<file path="config.mk">
export PLATFORM = sky130hd
export DESIGN_NAME = pmdp_data_port
export DESIGN_NICKNAME = d
export VERILOG_FILES = /design/src/rtl/pmdp_pkg.sv /design/src/rtl/pmdp_data_port.sv /design/src/rtl/pmdp_clkgen.sv
export VERILOG_INCLUDE_DIRS = /design/src /design/src/rtl
export SDC_FILE = /design/constraint.sdc
export NUM_CORES = 1
export LEC_CHECK = 0
export ABC_AREA = 1
export BUFFER_PORTS_ARGS = -buffer_cell sky130_fd_sc_hd__buf_4
export CORE_ASPECT_RATIO = 0.75
export CORE_MARGIN = 5
export CORE_UTILIZATION = 62
export DETAILED_ROUTE_END_ITERATION = 7
export PLACE_DENSITY = 0.89
export SLEW_MARGIN = 20
export SYNTH_ARGS = -nofsm -noshare
export SYNTH_HDL_FRONTEND = slang
export SYNTH_HIERARCHICAL = 1
export SYNTH_SLANG_ARGS = --single-unit
</file>
<file path="constraint.sdc">
create_clock -name clock_i -period 5.7 [get_ports clock_i]
set_input_delay 0.855 -clock clock_i [delete_from_list [all_inputs] [get_ports clock_i]]
set_output_delay 0.855 -clock clock_i [all_outputs]
set_load 0.03 [all_outputs]
</file>
<file path="src/rtl/pmdp_regs.svh">
`ifndef PMDP_REGS_SVH
`define PMDP_REGS_SVH

// ****************************************************************
// Clock rates in kHz
// ****************************************************************
`define PMDP_SYS_KHZ        100000
`define PMDP_MII100_KHZ     25000
`define PMDP_MII10_KHZ      2500
`define PMDP_SERIAL_KHZ     10000
`define PMDP_RMII_REF_KHZ   50000
`define PMDP_MDC_MAX_KHZ    25000

// ****************************************************************
// Derived half periods in system clock cycles
// ****************************************************************
`define PMDP_HALF(k)        (`PMDP_SYS_KHZ / (2 * (k)))
`define PMDP_RMII10_REPEAT  10
`define PMDP_HALF_MII100    `PMDP_HALF(`PMDP_MII100_KHZ)
`define PMDP_HALF_MII10     `PMDP_HALF(`PMDP_MII10_KHZ)
`define PMDP_HALF_SERIAL    `PMDP_HALF(`PMDP_SERIAL_KHZ)
`define PMDP_HALF_RMII100   `PMDP_HALF(`PMDP_RMII_REF_KHZ)
`define PMDP_HALF_RMII10    (`PMDP_HALF_RMII100 * `PMDP_RMII10_REPEAT)

// ****************************************************************
// Data widths and line codes
// ****************************************************************
`define PMDP_BYTE_BITS      8
`define PMDP_W_MII          4
`define PMDP_W_RMII         2
`define PMDP_W_SERIAL       1
`define PMDP_MII_FC_CODE    4'he
`define PMDP_RMII_FC_CODE   2'h2
`define PMDP_RMII_ERR_CODE  2'h1

`endif

</file>
<file path="src/rtl/pmdp_pkg.sv">
package pmdp_pkg;

  // ****************************************************************
  // Data port modes
  // ****************************************************************
  typedef enum logic [2:0] {
    PMDP_MII10,
    PMDP_MII100,
    PMDP_RMII10,
    PMDP_RMII100,
    PMDP_SERIAL
  } pmdp_mode_e;

  // ****************************************************************
  // Pin groups and internal byte stream
  // ****************************************************************
  typedef struct packed {
    logic       en;
    logic [3:0] data;
  } pmdp_mac_tx_s;

  typedef struct packed {
    logic       crs;
    logic       dv;
    logic       er;
    logic [3:0] data;
  } pmdp_mac_rx_s;

  typedef struct packed {
    logic       valid;
    logic       err;
    logic [7:0] data;
  } pmdp_byte_s;

endpackage : pmdp_pkg

</file>
<file path="src/rtl/pmdp_data_port.sv">
`timescale 1ns/1ns
`include "pmdp_regs.svh"

module pmdp_data_port (
  input  wire logic                  clock_i,
  input  wire logic                  reset_i,
  input  wire pmdp_pkg::pmdp_mode_e  mode_i,
  input  wire logic                  mdc_i,
  input  wire logic                  mdio_i,
  input  wire logic                  mgmt_drive_i,
  input  wire logic                  mgmt_bit_i,
  output logic                       mdio_o,
  output logic                       mdio_oe_n_o,
  output logic                       mgmt_bit_o,
  output logic                       mgmt_strobe_o,
  output logic                       tx_clk_o,
  input  wire pmdp_pkg::pmdp_mac_tx_s mac_tx_i,
  output pmdp_pkg::pmdp_byte_s       tx_byte_o,
  output logic                       tx_end_o,
  output logic                       tx_frag_o,
  output logic                       rx_clk_o,
  output pmdp_pkg::pmdp_mac_rx_s     mac_rx_o,
  input  wire logic                  rx_frame_i,
  input  wire logic                  rx_false_carrier_i,
  input  wire pmdp_pkg::pmdp_byte_s  rx_byte_i,
  output logic                       rx_ready_o
);

  // ****************************************************************
  // Mode helpers
  // ****************************************************************

  // Bits carried per clock tick in each mode
  function automatic logic [3:0] unit_w(input pmdp_pkg::pmdp_mode_e m);
    unique case (m)
      pmdp_pkg::PMDP_MII10,
      pmdp_pkg::PMDP_MII100:  unit_w = 4'(`PMDP_W_MII);
      pmdp_pkg::PMDP_RMII10,
      pmdp_pkg::PMDP_RMII100: unit_w = 4'(`PMDP_W_RMII);
      default:                unit_w = 4'(`PMDP_W_SERIAL);
    endcase
  endfunction : unit_w
  // Half period of the port timing in system cycles
  function automatic logic [5:0] half_of(input pmdp_pkg::pmdp_mode_e m);
    unique case (m)
      pmdp_pkg::PMDP_MII10:   half_of = 6'(`PMDP_HALF_MII10);
      pmdp_pkg::PMDP_MII100:  half_of = 6'(`PMDP_HALF_MII100);
      pmdp_pkg::PMDP_RMII10:  half_of = 6'(`PMDP_HALF_RMII10);
      pmdp_pkg::PMDP_RMII100: half_of = 6'(`PMDP_HALF_RMII100);
      default:                half_of = 6'(`PMDP_HALF_SERIAL);
    endcase
  endfunction : half_of
  function automatic logic is_rmii(input pmdp_pkg::pmdp_mode_e m);
    is_rmii = (m == pmdp_pkg::PMDP_RMII10) || (m == pmdp_pkg::PMDP_RMII100);
  endfunction : is_rmii

  // ****************************************************************
  // Mode selection
  // ****************************************************************
  pmdp_pkg::pmdp_mode_e mode_q, mode_d;
  logic                 rmii;
  logic                 serial;
  logic [3:0]           w;
  logic [5:0]           half;
  // Mode followed while reset is high, frozen afterwards
  always_comb mode_d = reset_i ? mode_i : mode_q;
  // Mode register
  always_ff @(posedge clock_i) begin
    mode_q <= mode_d;
  end
  assign rmii   = is_rmii(mode_q);
  assign serial = (mode_q == pmdp_pkg::PMDP_SERIAL);
  assign w      = unit_w(mode_q);
  assign half   = half_of(mode_q);

  // ****************************************************************
  // Port clocks
  // ****************************************************************
  logic tx_rise;
  logic rx_rise, rx_fall;
  // Transmit clock, dropped to low in RMII
  pmdp_clkgen u_tx_clk (
    .clock_i (clock_i),
    .reset_i (reset_i),
    .half_i  (half),
    .en_i    (~rmii),
    .clk_o   (tx_clk_o),
    .rise_o  (tx_rise),
    .fall_o  ()
  );
  // Receive clock, dropped to low in RMII
  pmdp_clkgen u_rx_clk (
    .clock_i (clock_i),
    .reset_i (reset_i),
    .half_i  (half),
    .en_i    (~rmii),
    .clk_o   (rx_clk_o),
    .rise_o  (rx_rise),
    .fall_o  (rx_fall)
  );

  // ****************************************************************
  // Management data pin
  // ****************************************************************
  logic mdc_q;
  logic mdio_q, mdio_d;
  logic oe_n_q, oe_n_d;
  logic mbit_q, mbit_d;
  logic mstb_q, mstb_d;
  // Sample on management clock rise; release unless told to drive
  always_comb begin
    mdio_d = mgmt_bit_i;
    oe_n_d = ~mgmt_drive_i;
    mstb_d = mdc_i & ~mdc_q;
    mbit_d = mstb_d ? mdio_i : mbit_q;
  end
  // Management registers
  always_ff @(posedge clock_i) begin
    if (reset_i) begin
      mdc_q  <= 1'b0;
      mdio_q <= 1'b0;
      oe_n_q <= 1'b1;
      mbit_q <= 1'b0;
      mstb_q <= 1'b0;
    end else begin
      mdc_q  <= mdc_i;
      mdio_q <= mdio_d;
      oe_n_q <= oe_n_d;
      mbit_q <= mbit_d;
      mstb_q <= mstb_d;
    end
  end
  assign mdio_o        = mdio_q;
  assign mdio_oe_n_o   = oe_n_q;
  assign mgmt_bit_o    = mbit_q;
  assign mgmt_strobe_o = mstb_q;

  // ****************************************************************
  // Transmit path
  // ****************************************************************
  logic                 tx_tick;
  logic [7:0]           tx_sh_q, tx_sh_d;
  logic [3:0]           tx_cnt_q, tx_cnt_d;
  logic                 tx_en_q, tx_en_d;
  logic                 tx_end_q, tx_end_d;
  logic                 tx_frag_q, tx_frag_d;
  pmdp_pkg::pmdp_byte_s tx_byte_q, tx_byte_d;
  assign tx_tick = tx_rise;
  // Gather units LSB first into bytes while transmit enable is high
  always_comb begin
    tx_sh_d   = tx_sh_q;
    tx_cnt_d  = tx_cnt_q;
    tx_en_d   = tx_en_q;
    tx_end_d  = 1'b0;
    tx_frag_d = tx_frag_q;
    tx_byte_d = '0;
    if (tx_tick) begin
      tx_en_d = mac_tx_i.en;
      if (mac_tx_i.en) begin
        if (w == 4'(`PMDP_W_MII)) begin
          tx_sh_d = {mac_tx_i.data, tx_sh_q[7:4]};
        end else if (w == 4'(`PMDP_W_RMII)) begin
          tx_sh_d = {mac_tx_i.data[1:0], tx_sh_q[7:2]};
        end else begin
          tx_sh_d = {mac_tx_i.data[0], tx_sh_q[7:1]};
        end
        tx_cnt_d = tx_cnt_q + w;
        if (tx_cnt_d == 4'(`PMDP_BYTE_BITS)) begin
          tx_cnt_d       = 4'h0;
          tx_byte_d.valid = 1'b1;
          tx_byte_d.data  = tx_sh_d;
        end
      end else if (tx_en_q) begin
        tx_end_d  = 1'b1;                 // Frame closed by enable low
        tx_frag_d = (tx_cnt_q != 4'h0);   // Leftover bits dropped
        tx_cnt_d  = 4'h0;
      end
    end
  end

  // Transmit registers
  always_ff @(posedge clock_i) begin
    if (reset_i) begin
      tx_sh_q   <= 8'h00;
      tx_cnt_q  <= 4'h0;
      tx_en_q   <= 1'b0;
      tx_end_q  <= 1'b0;
      tx_frag_q <= 1'b0;
      tx_byte_q <= '0;
    end else begin
      tx_sh_q   <= tx_sh_d;
      tx_cnt_q  <= tx_cnt_d;
      tx_en_q   <= tx_en_d;
      tx_end_q  <= tx_end_d;
      tx_frag_q <= tx_frag_d;
      tx_byte_q <= tx_byte_d;
    end
  end
  assign tx_byte_o = tx_byte_q;
  assign tx_end_o  = tx_end_q;
  assign tx_frag_o = tx_frag_q;

  // ****************************************************************
  // Receive path
  // ****************************************************************
  logic                   rx_launch;
  logic                   fast;
  logic [7:0]             rx_sh_q, rx_sh_d;
  logic [3:0]             rx_left_q, rx_left_d;
  logic                   rx_err_q, rx_err_d;
  logic                   rx_rdy_q, rx_rdy_d;
  pmdp_pkg::pmdp_mac_rx_s rx_pin_q, rx_pin_d;
  // RMII launches on reference timing, others on receive clock fall
  assign rx_launch = rmii ? rx_rise : rx_fall;
  assign fast = (mode_q == pmdp_pkg::PMDP_MII100) ||
                (mode_q == pmdp_pkg::PMDP_RMII100);
  // Serialise bytes LSB first, frame them, flag errors in the 100 modes only
  always_comb begin
    rx_sh_d   = rx_sh_q;
    rx_left_d = rx_left_q;
    rx_err_d  = rx_err_q;
    rx_pin_d  = rx_pin_q;
    if (rx_launch) begin
      rx_pin_d = '0;
      if (rx_left_q != 4'h0) begin
        rx_pin_d.crs = 1'b1;
        rx_pin_d.dv  = ~serial;
        rx_pin_d.er  = rx_err_q & fast;
        if (w == 4'(`PMDP_W_MII)) begin
          rx_pin_d.data = rx_sh_q[3:0];
        end else if (w == 4'(`PMDP_W_RMII)) begin
          rx_pin_d.data[1:0] = rx_pin_d.er ? `PMDP_RMII_ERR_CODE
                                           : rx_sh_q[1:0];
        end else begin
          rx_pin_d.data[0] = rx_sh_q[0];
        end
        rx_sh_d   = rx_sh_q >> w;
        rx_left_d = rx_left_q - w;
      end else if (rx_false_carrier_i && fast) begin
        rx_pin_d.crs  = 1'b1;
        rx_pin_d.er   = 1'b1;
        rx_pin_d.data = rmii ? {2'h0, `PMDP_RMII_FC_CODE}
                             : `PMDP_MII_FC_CODE;
      end else begin
        rx_pin_d.crs = rx_frame_i & ~serial;   // Serial carrier frames data
      end
    end
    rx_rdy_d = (rx_left_d == 4'h0);
    if (rx_rdy_q && rx_byte_i.valid && (rx_left_d == 4'h0)) begin
      rx_sh_d   = rx_byte_i.data;
      rx_left_d = 4'(`PMDP_BYTE_BITS);
      rx_err_d  = rx_byte_i.err;
      rx_rdy_d  = 1'b0;
    end
  end

  // Receive registers
  always_ff @(posedge clock_i) begin
    if (reset_i) begin
      rx_sh_q   <= 8'h00;
      rx_left_q <= 4'h0;
      rx_err_q  <= 1'b0;
      rx_rdy_q  <= 1'b0;
      rx_pin_q  <= '0;
    end else begin
      rx_sh_q   <= rx_sh_d;
      rx_left_q <= rx_left_d;
      rx_err_q  <= rx_err_d;
      rx_rdy_q  <= rx_rdy_d;
      rx_pin_q  <= rx_pin_d;
    end
  end
  assign mac_rx_o   = rx_pin_q;
  assign rx_ready_o = rx_rdy_q;

endmodule : pmdp_data_port

</file>
<file path="src/rtl/pmdp_clkgen.sv">
`timescale 1ns/1ns
`include "pmdp_regs.svh"

module pmdp_clkgen (
  input  wire logic       clock_i,
  input  wire logic       reset_i,
  input  wire logic [5:0] half_i,
  input  wire logic       en_i,
  output logic            clk_o,
  output logic            rise_o,
  output logic            fall_o
);

  logic [5:0] cnt_q, cnt_d;
  logic       lvl_q, lvl_d;
  logic       out_q, out_d;
  logic       rise_q, rise_d;
  logic       fall_q, fall_d;

  // Divider toggles the level every half_i cycles
  always_comb begin
    cnt_d  = cnt_q + 6'h1;
    lvl_d  = lvl_q;
    rise_d = 1'b0;
    fall_d = 1'b0;
    if (cnt_q >= half_i - 6'h1) begin
      cnt_d  = 6'h0;
      lvl_d  = ~lvl_q;
      rise_d = ~lvl_q;
      fall_d = lvl_q;
    end
    out_d = lvl_d & en_i;   // Pin held low when unused
  end

  // Divider registers
  always_ff @(posedge clock_i) begin
    if (reset_i) begin
      cnt_q  <= 6'h0;
      lvl_q  <= 1'b0;
      out_q  <= 1'b0;
      rise_q <= 1'b0;
      fall_q <= 1'b0;
    end else begin
      cnt_q  <= cnt_d;
      lvl_q  <= lvl_d;
      out_q  <= out_d;
      rise_q <= rise_d;
      fall_q <= fall_d;
    end
  end

  assign clk_o  = out_q;
  assign rise_o = rise_q;
  assign fall_o = fall_q;

endmodule : pmdp_clkgen

</file>
==> flow_summary.json <==
{
  "status": "finished, final reports clean",
  "path_depth": 17,
  "crit_buf_inv": 5,
  "p_leak_nw": 2.02,
  "dp_slack_ns": 2.36,
  "clkPwrFrac_pct": 29.8,
  "htree_num_levels": 3,
  "r2r_slack_ns": 2.33,
  "placed_cells": 600,
  "nets": 583,
  "path_delay_family": "compound AO/OA/AOI/OAI gates",
  "worst_ep_required_time_ns": 5.96,
  "n_fill_cell": 457,
  "syn_to_final_growth_pct": 16.2,
  "antenna_found_initial": 0,
  "p_sw_share_pct": 34.4,
  "min_from": "mgmt_bit_o$_SDFFE_PP0P_",
  "r2r_end": "u_rx_clk/lvl_q$_SDFF_PP0_",
  "hold_viol": 0,
  "wl_um": 8300,
  "reg2reg_depth": 17,
  "worstSetupPathType": "flop to flop",
  "finalInstanceArea_um2": 4340,
  "grt_start_max_net_pins": 28,
  "clock_skew_ns": 0.0122,
  "p_switching_w": 0.000447,
  "grt_pass1_wl_um": 14000,
  "viasPerCell": 5.36,
  "cp_cell_sequence": "inv_2 -> o21ai_0 -> a21oi_1 -> inv_1 -> ha_1 -> nand2_1 -> xor2_1 -> inv_1 -> ha_1 -> nand2_2 -> inv_2 -> a21oi_4 -> nand2_1 -> nand2_2 -> nand2_2 -> nand2_2 -> inv_1",
  "drc": 0,
  "postPlaceCellArea_um2": 4150,
  "fin_crit_sh_pct": 59.1,
  "cp_common_cell": "nand2_2",
  "grt_usage_pct": 22.5,
  "sequentialPowerShare_pct": 45.3,
  "cts_resized": 0,
  "cpPeakStageDelay_ns": 0.61,
  "start_util_pct": 64.1,
  "drtIter0Drc": 175,
  "finalWorstSetupSlack_ns": 2.33,
  "ioPinCount": 52,
  "worst_slew_margin_rel_pct": 38.2,
  "die_h_um": 77.2,
  "cp-start-kind": "flop",
  "p_int_w": 0.000854,
  "io_buffer_count": 50,
  "tightest_slew_ns": 0.918,
  "hpwl_um": 6170,
  "whs_endpoint": "mgmt_bit_o$_SDFFE_PP0P_",
  "final_cells": 616,
  "clockBufferDepth": 2,
  "syn_inst": 482,
  "powerDensity_nw_per_um2": 300,
  "cts.sinks": 71,
  "hold_path.class": "flop to flop",
  "ys_warn_count": 6,
  "vias": 3301,
  "dieWidth_um": 99.6,
  "cp.arrival_ns": 3.63,
  "whs_path_depth": 2,
  "core_area_um2": 5830,
  "combPwrFrac_pct": 24.9,
  "syn_area_um2": 3730,
  "num_antenna_cells": 0,
  "setup_viol": 0,
  "synth_area_per_cell_um2": 7.74,
  "grt_setup_unrepaired": "false",
  "worst_r2r_startpoint": "mode_q[2]$_DFFE_PP_",
  "worstSkewPairLatency_ns": 0.36,
  "cts_tree": "done",
  "wl_per_cell_um": 13.5,
  "tns_ns": 0,
  "cts_root_buffer": "clkbuf_8",
  "crit_slowest_cell": "edfxtp_1",
  "drive_gt1_share_pct": 20.8,
  "fp-row-count": 24,
  "first_pass_iters": 5,
  "post-cts-setup-buffers": 0,
  "vdd_drop_max_mv": 0.281,
  "cts_buffers": 9,
  "critical_path_peak_fanout": 15,
  "gp_congestion": 0.893,
  "ant_nets": 0,
  "dieArea_um2": 7690,
  "drv_slew": 0,
  "fmax_mhz": 297,
  "period_minus_slack_ns": 3.37,
  "grt-ovfl-total": 0,
  "regArea_um2": 1450,
  "crit_path_end_kind": "flop",
  "path_clk_slew_ns": 0.08,
  "max-cap-violations": 0,
  "ctsHoldBuffers": 0,
  "multi_input_area_um2": 1920,
  "grt_pass1_vias": 3164
}
worst register-to-register path: cells and delay by family (launching register included):
kind / cells / cell delay (ns)
XOR/XNOR: 1 / 0.15
AND/OR/NAND/NOR: 6 / 0.44
flip-flops: 1 / 0.61
buffers and inverters: 5 / 0.55
adder cells (fa/ha/maj): 2 / 0.50
AO/OA/AOI/OAI: 3 / 1.00
area by class of cell:
type	count	area share, %
Multi-Input combinational cell	321	44.3
Sequential cell	71	33.5
Timing Repair Buffer	50	8.65
Inverter	80	6.92
Clock buffer	11	3.52
Tap cell	78	2.25
Clock inverter	5	0.865
per-stage QoR:
step / util, % / power (W) / hold slack, ns
2_1_floorplan: - / 0.000836 / 0.424
3_3_place_gp: 71.2 / 0.000902 / 0.434
3_5_place_dp: 71.2 / 0.000919 / 0.452
4_1_cts: 74.5 / 0.00131 / 0.469
5_1_grt: 74.5 / 0.00138 / 0.489
6_report: 74.5 / 0.00130 / 0.460
placed cells by master, fill, tap and decap left out, types with 2 or more instances in the layout:
cell / n
nand2_1: 79
inv_1: 69
dfxtp_1: 68
buf_4: 50
nor2_1: 42
a21oi_1: 34
ha_1: 22
nand2_2: 21
nand3_1: 21
o21ai_0: 19
nand4_1: 13
xnor2_1: 9
clkbuf_8: 9
o22ai_1: 8
inv_2: 7
xor2_1: 7
nor2_2: 5
clkinv_1: 4
nand3_4: 4
or2_2: 3
a31oi_1: 3
a221oi_1: 3
nor3_1: 3
conb_1: 3
edfxtp_1: 3
o221ai_1: 2
nor4_1: 2
fa_1: 2
clkinv_4: 2
nor3_2: 2
a21oi_4: 2
or2_1: 2
sequential cells by signal, summed over array words and instances (netlist names), 3 cells and up:
register,flops
tx_byte_o,9
rx_sh_q,8
mac_rx_o,7
tx_sh_q,7
u_rx_clk/cnt_q,6
u_tx_clk/cnt_q,6
rx_left_q,4
tx_cnt_q,4
mode_q,3
how the worst max path moves through the flow:
stage	to	start	slack, ns
2_1_floorplan	u_rx_clk/lvl_q$_SDFF_PP0_	mode_q[2]$_DFFE_PP_	2.68
3_3_place_gp	u_tx_clk/lvl_q$_SDFF_PP0_	mode_q[2]$_DFFE_PP_	2.54
3_5_place_dp	u_rx_clk/lvl_q$_SDFF_PP0_	mode_q[2]$_DFFE_PP_	2.36
4_1_cts	u_rx_clk/lvl_q$_SDFF_PP0_	mode_q[2]$_DFFE_PP_	2.35
5_1_grt	u_tx_clk/lvl_q$_SDFF_PP0_	mode_q[2]$_DFFE_PP_	2.06
6_report	u_rx_clk/lvl_q$_SDFF_PP0_	mode_q[2]$_DFFE_PP_	2.33
power groups by stage:
stage	Combinational [W]	Sequential, W	Clock, W
finish	0.000324	0.000589	0.000388
global route	0.000364	0.000596	0.000417
CTS	0.000323	0.000588	0.000394
detailed placement	0.000321	0.000598	0
global placement	0.000305	0.000597	0
floorplan	0.000228	0.000608	0
per-layer routing:
metal  up-vias  global-route usage (%)  routed length [um]
li1       1659                       -                   -
met4         0                    5.73                 134
met3        16                    8.07                 708
met5         -                       0                   0
met1      1514                    27.8                3530
met2       112                    37.3                3930
Note: power is estimated with default switching activity, not from simulation.
